===== src/dmit_pkg.sv =====
package dmit_pkg;

  // register map of the timer pair
  localparam logic [7:0] DMIT_CTRL_A_ADDR = 8'he6;
  localparam logic [7:0] DMIT_CTRL_B_ADDR = 8'he7;
  localparam logic [7:0] DMIT_REF_A_ADDR = 8'he8;
  localparam logic [7:0] DMIT_REF_B_ADDR = 8'he9;
  localparam logic [7:0] DMIT_CNT_A_ADDR = 8'hea;
  localparam logic [7:0] DMIT_CNT_B_ADDR = 8'heb;

  // control register fields
  localparam int DMIT_MODE_BIT = 7;
  localparam int DMIT_SEL_HI = 6;
  localparam int DMIT_SEL_LO = 4;
  localparam int DMIT_CLEAR_BIT = 3;
  localparam int DMIT_RUN_BIT = 2;
  localparam int DMIT_IE_BIT = 1;
  localparam int DMIT_PEND_BIT = 0;
  localparam logic [7:0] DMIT_CTRL_RESET = 8'h00;
  localparam logic [7:0] DMIT_CTRL_B_MASK = 8'h77;
  localparam logic [7:0] DMIT_BYTE_ZERO = 8'h00;

  // count clock select codes
  localparam logic [2:0] DMIT_SEL_DIV512 = 3'h0;
  localparam logic [2:0] DMIT_SEL_DIV256 = 3'h1;
  localparam logic [2:0] DMIT_SEL_DIV64 = 3'h2;
  localparam logic [2:0] DMIT_SEL_DIV8 = 3'h3;
  localparam logic [2:0] DMIT_SEL_DIV1 = 3'h4;
  localparam logic [2:0] DMIT_SEL_SUB = 3'h5;

  // interrupt vectors, both at level zero
  localparam logic [7:0] DMIT_VEC_FIRST = 8'hf0;
  localparam logic [7:0] DMIT_VEC_SECOND = 8'hf2;

  // prescaler taps: divide by 512, 256, 64, 8 as low-bit widths
  localparam int DMIT_DIV_WIDTH = 9;
  localparam int DMIT_TAPS = 4;
  localparam int DMIT_TAP_BITS [DMIT_TAPS] = '{9, 8, 6, 3};

endpackage


===== src/dmit_prescaler.sv =====
`timescale 1ns/10ps
module dmit_prescaler (
  // clock and reset
  input wire logic clock,
  input wire logic rst,
  // one-cycle enables: [0] /512, [1] /256, [2] /64, [3] /8
  output logic [dmit_pkg::DMIT_TAPS-1:0] tick
);

  logic [dmit_pkg::DMIT_DIV_WIDTH-1:0] div_q;

  always_ff @(posedge clock) begin
    if (rst) begin
      div_q <= '0;
    end else begin
      div_q <= div_q + 1'b1;
    end
  end

  for (genvar i = 0; i < dmit_pkg::DMIT_TAPS; i++) begin : gTap
    always_ff @(posedge clock) begin
      if (rst) begin
        tick[i] <= 1'b0;
      end else begin
        tick[i] <= &div_q[dmit_pkg::DMIT_TAP_BITS[i]-1:0];
      end
    end
  end

endmodule // dmit_prescaler


===== src/dmit_timer.sv =====
`timescale 1ns/10ps
module dmit_timer (
  // clock and reset
  input wire logic clock,
  input wire logic rst,
  // register port
  input wire logic [7:0] regAddr,
  input wire logic regWrite,
  input wire logic regRead,
  input wire logic [7:0] regWdata,
  output logic [7:0] regRdata,
  // count clock sources
  input wire logic subClock,
  input wire logic externalCountClock,
  // interrupt requests
  output logic firstMatchRequest,
  output logic secondMatchRequest,
  output logic irqRequest,
  output logic [7:0] irqVector,
  // match pins
  output logic firstMatchOut,
  output logic secondMatchOut
);

  ////////////////////////////////////////////////////////////////////////////
  logic [7:0] ctrlA_q, ctrlB_q, refA_q, refB_q, cntA_q, cntB_q;
  logic subPrev_q, extPrev_q;
  logic [dmit_pkg::DMIT_TAPS-1:0] divTick;
  logic subRise, extRise, tickA, tickB;
  logic wideMode, runA, runB, wrCtrlA, wrCtrlB, clrA, clrB;
  logic matchWide, matchA, matchB;

  dmit_prescaler uPrescaler (
    .clock(clock),
    .rst(rst),
    .tick(divTick)
  );

  // sources are synchronous, so a rising level seen here is one count
  always_ff @(posedge clock) begin
    if (rst) begin
      subPrev_q <= 1'b0;
      extPrev_q <= 1'b0;
    end else begin
      subPrev_q <= subClock;
      extPrev_q <= externalCountClock;
    end
  end

  assign subRise = subClock & ~subPrev_q;
  assign extRise = externalCountClock & ~extPrev_q;

  ////////////////////////////////////////////////////////////////////////////
  // count clock selection

  always_comb begin
    case (ctrlA_q[dmit_pkg::DMIT_SEL_HI:dmit_pkg::DMIT_SEL_LO])
      dmit_pkg::DMIT_SEL_DIV512: tickA = divTick[0];
      dmit_pkg::DMIT_SEL_DIV256: tickA = divTick[1];
      dmit_pkg::DMIT_SEL_DIV64: tickA = divTick[2];
      dmit_pkg::DMIT_SEL_DIV8: tickA = divTick[3];
      dmit_pkg::DMIT_SEL_DIV1: tickA = 1'b1;
      dmit_pkg::DMIT_SEL_SUB: tickA = subRise;
      default: tickA = extRise;
    endcase
  end

  // timer B has no undivided or external choice; upper codes all mean sub clock
  always_comb begin
    case (ctrlB_q[dmit_pkg::DMIT_SEL_HI:dmit_pkg::DMIT_SEL_LO])
      dmit_pkg::DMIT_SEL_DIV512: tickB = divTick[0];
      dmit_pkg::DMIT_SEL_DIV256: tickB = divTick[1];
      dmit_pkg::DMIT_SEL_DIV64: tickB = divTick[2];
      dmit_pkg::DMIT_SEL_DIV8: tickB = divTick[3];
      default: tickB = subRise;
    endcase
  end

  ////////////////////////////////////////////////////////////////////////////
  // control registers

  assign wideMode = ctrlA_q[dmit_pkg::DMIT_MODE_BIT];
  assign runA = ctrlA_q[dmit_pkg::DMIT_RUN_BIT];
  assign runB = ctrlB_q[dmit_pkg::DMIT_RUN_BIT];
  assign wrCtrlA = regWrite && (regAddr == dmit_pkg::DMIT_CTRL_A_ADDR);
  assign wrCtrlB = regWrite && (regAddr == dmit_pkg::DMIT_CTRL_B_ADDR);
  assign clrA = wrCtrlA && regWdata[dmit_pkg::DMIT_CLEAR_BIT];
  assign clrB = wrCtrlB && regWdata[dmit_pkg::DMIT_CLEAR_BIT];

  // clear bit is a strobe and never stored; a match in the same cycle as a
  // pending clear keeps the bit set so the event is not lost
  always_ff @(posedge clock) begin
    if (rst) begin
      ctrlA_q <= dmit_pkg::DMIT_CTRL_RESET;
      ctrlB_q <= dmit_pkg::DMIT_CTRL_RESET;
    end else begin
      if (wrCtrlA) begin
        ctrlA_q <= regWdata & ~(8'h01 << dmit_pkg::DMIT_CLEAR_BIT);
      end
      if (wrCtrlB) begin
        ctrlB_q <= regWdata & dmit_pkg::DMIT_CTRL_B_MASK & ~(8'h01 << dmit_pkg::DMIT_CLEAR_BIT);
      end
      if (matchWide || matchA) begin
        ctrlA_q[dmit_pkg::DMIT_PEND_BIT] <= 1'b1;
      end
      if (matchB) begin
        ctrlB_q[dmit_pkg::DMIT_PEND_BIT] <= 1'b1;
      end
    end
  end

  always_ff @(posedge clock) begin
    if (rst) begin
      refA_q <= dmit_pkg::DMIT_BYTE_ZERO;
      refB_q <= dmit_pkg::DMIT_BYTE_ZERO;
    end else if (regWrite) begin
      if (regAddr == dmit_pkg::DMIT_REF_A_ADDR) begin
        refA_q <= regWdata;
      end else if (regAddr == dmit_pkg::DMIT_REF_B_ADDR) begin
        refB_q <= regWdata;
      end
    end
  end

  ////////////////////////////////////////////////////////////////////////////
  // counters and compare

  assign matchWide = wideMode && runA && tickA && !clrA
    && ({cntA_q, cntB_q} == {refA_q, refB_q});
  assign matchA = !wideMode && runA && tickA && !clrA && (cntA_q == refA_q);
  assign matchB = !wideMode && runB && tickB && !clrB && (cntB_q == refB_q);

  always_ff @(posedge clock) begin
    if (rst) begin
      cntA_q <= dmit_pkg::DMIT_BYTE_ZERO;
      cntB_q <= dmit_pkg::DMIT_BYTE_ZERO;
    end else if (wideMode) begin
      if (clrA || matchWide) begin
        {cntA_q, cntB_q} <= {dmit_pkg::DMIT_BYTE_ZERO, dmit_pkg::DMIT_BYTE_ZERO};
      end else if (runA && tickA) begin
        {cntA_q, cntB_q} <= {cntA_q, cntB_q} + 16'h0001;
      end
    end else begin
      if (clrA || matchA) begin
        cntA_q <= dmit_pkg::DMIT_BYTE_ZERO;
      end else if (runA && tickA) begin
        cntA_q <= cntA_q + 8'h01;
      end
      if (clrB || matchB) begin
        cntB_q <= dmit_pkg::DMIT_BYTE_ZERO;
      end else if (runB && tickB) begin
        cntB_q <= cntB_q + 8'h01;
      end
    end
  end

  // pins hold in 16-bit mode, where only the wide interrupt reports a match
  always_ff @(posedge clock) begin
    if (rst) begin
      firstMatchOut <= 1'b0;
      secondMatchOut <= 1'b0;
    end else begin
      if (matchA) begin
        firstMatchOut <= ~firstMatchOut;
      end
      if (matchB) begin
        secondMatchOut <= ~secondMatchOut;
      end
    end
  end

  ////////////////////////////////////////////////////////////////////////////
  // interrupts and read back

  assign firstMatchRequest = ctrlA_q[dmit_pkg::DMIT_PEND_BIT] && ctrlA_q[dmit_pkg::DMIT_IE_BIT];
  assign secondMatchRequest = !wideMode && ctrlB_q[dmit_pkg::DMIT_PEND_BIT]
    && ctrlB_q[dmit_pkg::DMIT_IE_BIT];
  assign irqRequest = firstMatchRequest || secondMatchRequest;

  // f0 outranks f2 when both are asking
  always_ff @(posedge clock) begin
    if (rst) begin
      irqVector <= dmit_pkg::DMIT_BYTE_ZERO;
    end else if (firstMatchRequest) begin
      irqVector <= dmit_pkg::DMIT_VEC_FIRST;
    end else if (secondMatchRequest) begin
      irqVector <= dmit_pkg::DMIT_VEC_SECOND;
    end else begin
      irqVector <= dmit_pkg::DMIT_BYTE_ZERO;
    end
  end

  always_ff @(posedge clock) begin
    if (rst) begin
      regRdata <= dmit_pkg::DMIT_BYTE_ZERO;
    end else if (regRead) begin
      if (regAddr == dmit_pkg::DMIT_CTRL_A_ADDR) begin
        regRdata <= ctrlA_q;
      end else if (regAddr == dmit_pkg::DMIT_CTRL_B_ADDR) begin
        regRdata <= ctrlB_q;
      end else if (regAddr == dmit_pkg::DMIT_REF_A_ADDR) begin
        regRdata <= refA_q;
      end else if (regAddr == dmit_pkg::DMIT_REF_B_ADDR) begin
        regRdata <= refB_q;
      end else if (regAddr == dmit_pkg::DMIT_CNT_A_ADDR) begin
        regRdata <= cntA_q;
      end else if (regAddr == dmit_pkg::DMIT_CNT_B_ADDR) begin
        regRdata <= cntB_q;
      end else begin
        regRdata <= dmit_pkg::DMIT_BYTE_ZERO;
      end
    end
  end

  ////////////////////////////////////////////////////////////////////////////
  // checks

  property p_wideCount;
    @(posedge clock) disable iff (rst)
    wideMode && runA && tickA && !clrA && !matchWide
      |=> {cntA_q, cntB_q} == $past({cntA_q, cntB_q}) + 16'h0001;
  endproperty
  a_wideCount: assert property (p_wideCount) else $error("wide count did not step");

  property p_wideMatch;
    @(posedge clock) disable iff (rst)
    matchWide |=> ({cntA_q, cntB_q} == 16'h0000) && ctrlA_q[dmit_pkg::DMIT_PEND_BIT];
  endproperty
  a_wideMatch: assert property (p_wideMatch) else $error("wide match did not restart");

  property p_wideOrder;
    @(posedge clock) disable iff (rst)
    matchWide |-> (cntA_q == refA_q) && (cntB_q == refB_q);
  endproperty
  a_wideOrder: assert property (p_wideOrder) else $error("wide match bytes misordered");

  property p_byteMatchB;
    @(posedge clock) disable iff (rst)
    matchB && !clrA && !(runA && tickA) |=> (cntB_q == 8'h00) && $stable(cntA_q);
  endproperty
  a_byteMatchB: assert property (p_byteMatchB) else $error("timer B match disturbed A");

  property p_vectorB;
    @(posedge clock) disable iff (rst)
    secondMatchRequest && !firstMatchRequest |=> irqVector == dmit_pkg::DMIT_VEC_SECOND;
  endproperty
  a_vectorB: assert property (p_vectorB) else $error("timer B vector wrong");

  property p_pendHold;
    @(posedge clock) disable iff (rst)
    ctrlA_q[dmit_pkg::DMIT_PEND_BIT] && !(wrCtrlA && !regWdata[dmit_pkg::DMIT_PEND_BIT])
      |=> ctrlA_q[dmit_pkg::DMIT_PEND_BIT];
  endproperty
  a_pendHold: assert property (p_pendHold) else $error("pending bit lost");

  property p_resetA;
    @(posedge clock) disable iff (rst)
    $past(rst) |-> (ctrlA_q == dmit_pkg::DMIT_CTRL_RESET) && (ctrlB_q == dmit_pkg::DMIT_CTRL_RESET);
  endproperty
  a_resetA: assert property (p_resetA) else $error("control not cleared by reset");

  property p_clear;
    @(posedge clock) disable iff (rst)
    clrA && wideMode |=> {cntA_q, cntB_q} == 16'h0000;
  endproperty
  a_clear: assert property (p_clear) else $error("counter clear ignored");

  property p_toggle;
    @(posedge clock) disable iff (rst)
    matchA |=> firstMatchOut != $past(firstMatchOut);
  endproperty
  a_toggle: assert property (p_toggle) else $error("match pin did not toggle");

endmodule // dmit_timer


===== config.mk =====
export PLATFORM = sky130hd
export DESIGN_NAME = dmit_timer
export DESIGN_NICKNAME = d
export VERILOG_FILES = /design/src/dmit_pkg.sv /design/src/dmit_prescaler.sv /design/src/dmit_timer.sv
export SDC_FILE = /design/constraint.sdc
export NUM_CORES = 1
export LEC_CHECK = 0
export BUFFER_PORTS_ARGS = -buffer_cell sky130_fd_sc_hd__buf_2
export CAP_MARGIN = 15
export CORE_MARGIN = 3
export CORE_UTILIZATION = 59
export CTS_CLUSTER_SIZE = 28
export DETAILED_ROUTE_END_ITERATION = 10
export PLACE_DENSITY = 0.8
export SLEW_MARGIN = 20
export SYNTH_ARGS = -nofsm -noshare
export SYNTH_HDL_FRONTEND = slang
export SYNTH_SLANG_ARGS = --single-unit

===== constraint.sdc =====
create_clock -name clock -period 2.06 [get_ports clock]
set_input_delay 0 -clock clock [delete_from_list [all_inputs] [get_ports clock]]
set_output_delay 0 -clock clock [all_outputs]
set_load 0.01 [all_outputs]

**Word level (Yosys, flattened, before mapping)**

Cells that the tools add are included.

- Word-level logic and storage cells: 117
- Register bits after elaboration: 78

- Bitwise logic cells: 7
- Add/sub/neg operators: 4
- Mux-type cells: 24
- Reductions and logical operators: 44
- Equal/unequal tests: 18

Operator list:

| operator | number |
|---|---|
| $mux 8 | 18 |
| $eq 8x8->1 const B | 6 |
| $logic_and 1x1->1 | 21 |
| $add 16x1->16 const B | 1 |
| $add 8x1->8 const B | 2 |
| $eq 16x16->1 | 1 |
| $eq 8x8->1 | 2 |
| $eq 3x2->1 const B | 4 |
| $add 9x1->9 const B | 1 |
| $reduce_and 9->1 | 1 |
| $reduce_and 8->1 | 1 |
| $eq 3x1->1 const B | 2 |
| $eq 3x3->1 const B | 2 |
| $logic_not 3->1 | 2 |
| $pmux 1 s6 | 1 |
| $reduce_and 2->1 | 3 |
| $reduce_and 3->1 | 2 |
| $reduce_and 6->1 | 1 |
| $reduce_bool 3->1 | 2 |
| $logic_or 1x1->1 | 5 |
| $not 1->1 | 5 |
| $mux 1 | 4 |
| $pmux 1 s4 | 1 |
| $reduce_bool 2->1 | 2 |
| other kinds (4) | 7 |

**Longest topological paths before layout**

- Word-level depth: 9
- Gate-level depth with buffers: 8
- Depth with buffers taken out: 7

**Cells and area by module**

From an unflattened synthesis, not the netlist that was laid out.

- Cells, all modules: 413
- Area total of the unflattened synthesis: 3833.7 um^2

By module, submodules not included:

| module | seq. area each (um^2) | area an instance (um^2) | times used | cells an instance |
|---|---|---|---|---|
| dmit_timer | 1181.1 | 3357.0 | 1 | 367 |
| dmit_prescaler | 260.2 | 476.7 | 1 | 46 |

**Least setup slack after synthesis**

Ideal clock, no wire load.

- Path type: flip-flop to flip-flop
- Start: register ctrlA_q[4]
- End: register ctrlA_q[0]
- Clock period less this slack: 1.844 ns
- Required time: 1.986 ns
- Slack: 0.216 ns
- Cell stages (with the launch flop): 8
- Arrival: 1.769 ns
- Library setup time: 0.074 ns
- Cell sequence: dfxtp_1 mux4_1 nor2_1 or3_1 buf_2 buf_6 a2111o_1 a31oi_1

- Word-level cells in the longest chain between the ends: 7

RTL lines:

| item | RTL line | source |
|---|---|---|
| start, declared | dmit_timer.sv:26 | `logic [7:0] ctrlA_q, ctrlB_q, refA_q, refB_q, cntA_q, cntB_q;` |
| start signal, assigned | dmit_timer.sv:94 | `ctrlA_q <= dmit_pkg::DMIT_CTRL_RESET;` |
| start signal, assigned | dmit_timer.sv:98 | `ctrlA_q <= regWdata & ~(8'h01 << dmit_pkg::DMIT_CLEAR_BIT);` |
| $eq 3x3->1, or another cell as far along | dmit_timer.sv:57 | `case (ctrlA_q[dmit_pkg::DMIT_SEL_HI:dmit_pkg::DMIT_SEL_LO])` |
| $pmux 1 s6 (*) | dmit_timer.sv:57 |  |
| $logic_and 1x1->1 (on tied branches) (2 in a row) | dmit_timer.sv:128, dmit_timer.sv:130 |  |
| $logic_and 1x1->1 (on tied branches) | dmit_timer.sv:129, dmit_timer.sv:130 |  |
| $logic_or 1x1->1 (*) | dmit_timer.sv:103 | `if (matchWide \|\| matchA) begin` |
| $mux 1 or $reduce_bool 2->1 (tied branches) | n/a |  |

Every way passes the cells marked *; elsewhere a longest branch is shown, timed or not.
A chain may end at the register's enable or synchronous reset.

**Worst setup path after layout**

- Start: register ctrlB_q[4]
- End: register cntB_q[1]

- Word-level cells in the longest chain between the ends: 8

RTL lines:

| item | RTL line | source |
|---|---|---|
| start, declared | dmit_timer.sv:26 |  |
| start signal, assigned | dmit_timer.sv:95 | `ctrlB_q <= dmit_pkg::DMIT_CTRL_RESET;` |
| start signal, assigned | dmit_timer.sv:101 | `ctrlB_q <= regWdata & dmit_pkg::DMIT_CTRL_B_MASK & ~(8'h01 << dmit_pkg::DMIT_CLEAR_BIT);` |
| $eq 3x2->1, or another cell as far along | dmit_timer.sv:70 | `case (ctrlB_q[dmit_pkg::DMIT_SEL_HI:dmit_pkg::DMIT_SEL_LO])` |
| $pmux 1 s4 (*) | dmit_timer.sv:70 |  |
| $logic_and 1x1->1 (3 in a row) | dmit_timer.sv:131 | `assign matchB = !wideMode && runB && tickB && !clrB && (cntB_q == refB_q);` |
| $logic_or 1x1->1 | dmit_timer.sv:149 | `if (clrB \|\| matchB) begin` |
| $reduce_bool 3->1 (no source line) or $mux 8 (tied branches) | n/a |  |
| $reduce_and 2->1 (no source line) or $mux 8 (tied branches) | n/a |  |
| end signal, assigned | dmit_timer.sv:136 | `cntB_q <= dmit_pkg::DMIT_BYTE_ZERO;` |
| end signal, assigned | dmit_timer.sv:150 | `cntB_q <= dmit_pkg::DMIT_BYTE_ZERO;` |
| end signal, assigned | dmit_timer.sv:152 | `cntB_q <= cntB_q + 8'h01;` |
| end, declared | dmit_timer.sv:26 |  |

Marks and branches as above.

==> metrics <==
Synth Cell Area 3852 sq um; TritonRoute pass-1 iters 5; final core occ 0.7716; placed cells 571; Max-cap violations 0; Pwr Density 629.1 nW/um^2; clock transition at the registers of the reported paths 80 ps; WP data required 2300 ps; Via density 6.244; Fillers 389; global route total overflow 0; Initial DRC Count 302; number of flops mapped to enable cells by yosys 0; first-pass GRT wire length 18.42 mm; initial antenna violation count 0; layout overhead on the synthesized area 22.80%; Slew Limit Fails 0; #FFs+latches synth 72; final period utilization 0.9479; Avg Cell Area, Syn 8.677 sq um; ys async rst share 0; Setup Skew 9.866 ps; Die Width 86.81 microns; final antenna-violating net count 0; register area share after synthesis 0.3741; Critical Path Start Type flop; most common cell in the netlist dfxtp_1; critical path type reg -> reg; total track usage 0.3159; final hold violations 0; worst-skew pair later-pin latency 350 ps; CTS max path bufs 2; Synth top cells by count 72 x dfxtp_1, 56 x nor2_1, 38 x a21oi_1; number of remaining DRC errors 0; Pint 2306 uW; Fmax 512.1 MHz; CP max FO 8; GPL Wtd Cong 0.9697; vias in the first global route 3739; final setup TNS 0 ps; core box area 6131 sq um; Synth Flop Type dfxtp_1; Detail Placement HPWL 7.972 mm; max_slew headroom 0.6467; Syn Inst Count 444; largest cells by area after synthesis dfxtp_1 37%, mux2i_1 9.1%, xor2_1 6.6%; Inserted Clock Buffers 9; CTS sink cnt 72; largest net degree at the start of global routing 39; ant diodes 0; sw frac 0.2251; Clock power frac 0.474; Port Buffer Count 39; CTS H-tree depth 3; sequential share of power 0.472; post-layout min period 1953 ps; final setup fails 0; Initial Util 0.6284; worst vdd ir 0.6536 mV; CP endpoint kind flop; vias 3734; fin cells 598; routed len/inst 19.04 microns; IO Pins 43; synth warn 0; Psw 669.8 uW; # nets final 545; type of the most critical hold path in -> reg; die area 7535 sq um; Netlist cell types 53; share of cells above drive strength 1 0.2333; CP arrival 2200 ps; Vert. Die Dim 86.81 microns; Clock Tree Root clkbuf_8; TritonCTS clock tree built; Synth top area share 0.3741; Rows 28; cell leakage power 0.002142 uW; area leader, netlist dfxtp_1; Logic pwr share 0.054; status finished, final reports clean; slew at the pin closest to its max-slew limit 528.7 ps; final wirelength 11.39 mm
per-stage QoR:
stage	worst slack [ps]	instance area, sq um	total power, uW	hold WS, ps
finish	107.4	4731	2976	63.36
global placement	-305.4	4309	1571	223.1
global route	-1.249	4731	3058	96.05
detailed placement	-40.13	4314	1575	241.2
CTS	40.48	4690	2975	57.77
floorplan	216.4	3860	1517	108.7
layout make-up:
type                       count  area (sq um)  share of cell area
clock buffer                  10         137.6             0.02909
clock inverter                 6         115.1             0.02433
inverter                       5         18.77            0.003967
multi-input combinational    338          2298              0.4858
sequential                    72          1443              0.3049
tap                           75         93.84             0.01984
timing repair buffer          92         624.3              0.1320
cell families after synthesis:
family	synth area share
and+or+nand+nor	0.2283
AOI/OAI and AO/OA	0.1426
DFF	0.3741
muxes	0.1153
buffers and inverters	0.04514
xor gates and xnor gates	0.07730
adders and majority gates	0.01624
other	0.0009734
worst max-delay path, cell delays in order, from the launching register on:
cell and delay, ps:
dfxtp_1 400, mux4_2 540, a31oi_2 260, nand2_2 160, o21ai_0 200, mux2i_1 240, nor2_1 50
repair_timing:
action | CTS | global route
hold endpoints to repair | 21 | 0
gates resized for setup | 3 | 11
pin swaps | 0 | 0
hold buffers | 11 | 0
buffers inserted | 0 | 0
setup endpoints to repair | 4 | 15
layout by cell type (no fill, tap or decap), drive strengths merged, types with 10 or more instances in the layout:
cell | netlist | final
a21oi | 38 | 38
buf | 16 | 81
clkbuf | 15 | 10
dfxtp | 72 | 72
dlygate4sd3 | 0 | 11
mux2i | 35 | 35
nand2 | 37 | 37
nor2 | 56 | 56
nor3 | 10 | 10
nor4 | 11 | 11
xor2 | 29 | 29
power by group through the flow:
stage | combinational [uW] | sequential, uW | clock (uW)
after floorplan | 79.2 | 1440 | 0
after global placement | 133 | 1440 | 0
after detailed placement | 136 | 1440 | 0
after CTS | 155 | 1410 | 1410
after global routing | 172 | 1410 | 1480
final | 161 | 1410 | 1410
registers in the layout, summed over array words and instances, names as in the netlist:
signal and cells:
extPrev_q 1, regRdata 8, refB_q 8, secondMatchOut 1, ctrlB_q 6, cntA_q 8, irqVector 2, uPrescaler.tick 4
subPrev_q 1, refA_q 8, cntB_q 8, firstMatchOut 1, ctrlA_q 7, uPrescaler.div_q 9
final timing paths:
check,from,endpoint,slack (ps),depth (start not counted)
worst max-delay path,ctrlB_q[4]$_SDFFE_PP0N_,cntB_q[1]$_SDFFE_PP0P_,110,6
worst min-delay path,rst,uPrescaler.div_q[0]$_SDFF_PP0_,60,2
worst max register to register,ctrlB_q[4]$_SDFFE_PP0N_,cntB_q[1]$_SDFFE_PP0P_,110,6
worst min register to register,uPrescaler.div_q[0]$_SDFF_PP0_,uPrescaler.div_q[0]$_SDFF_PP0_,460,1
metal layers:
| layer | vias to the layer above | share of wire | track usage |
|---|---|---|---|
| li1 | 1732 | - | - |
| met1 | 1731 | 0.40 | 0.4033 |
| met2 | 229 | 0.46 | 0.5052 |
| met3 | 42 | 0.095 | 0.06939 |
| met4 | 0 | 0.038 | 0.1501 |
| met5 | - | 0 | 0 |
No activity file was read; power rests on OpenSTA's default activity.
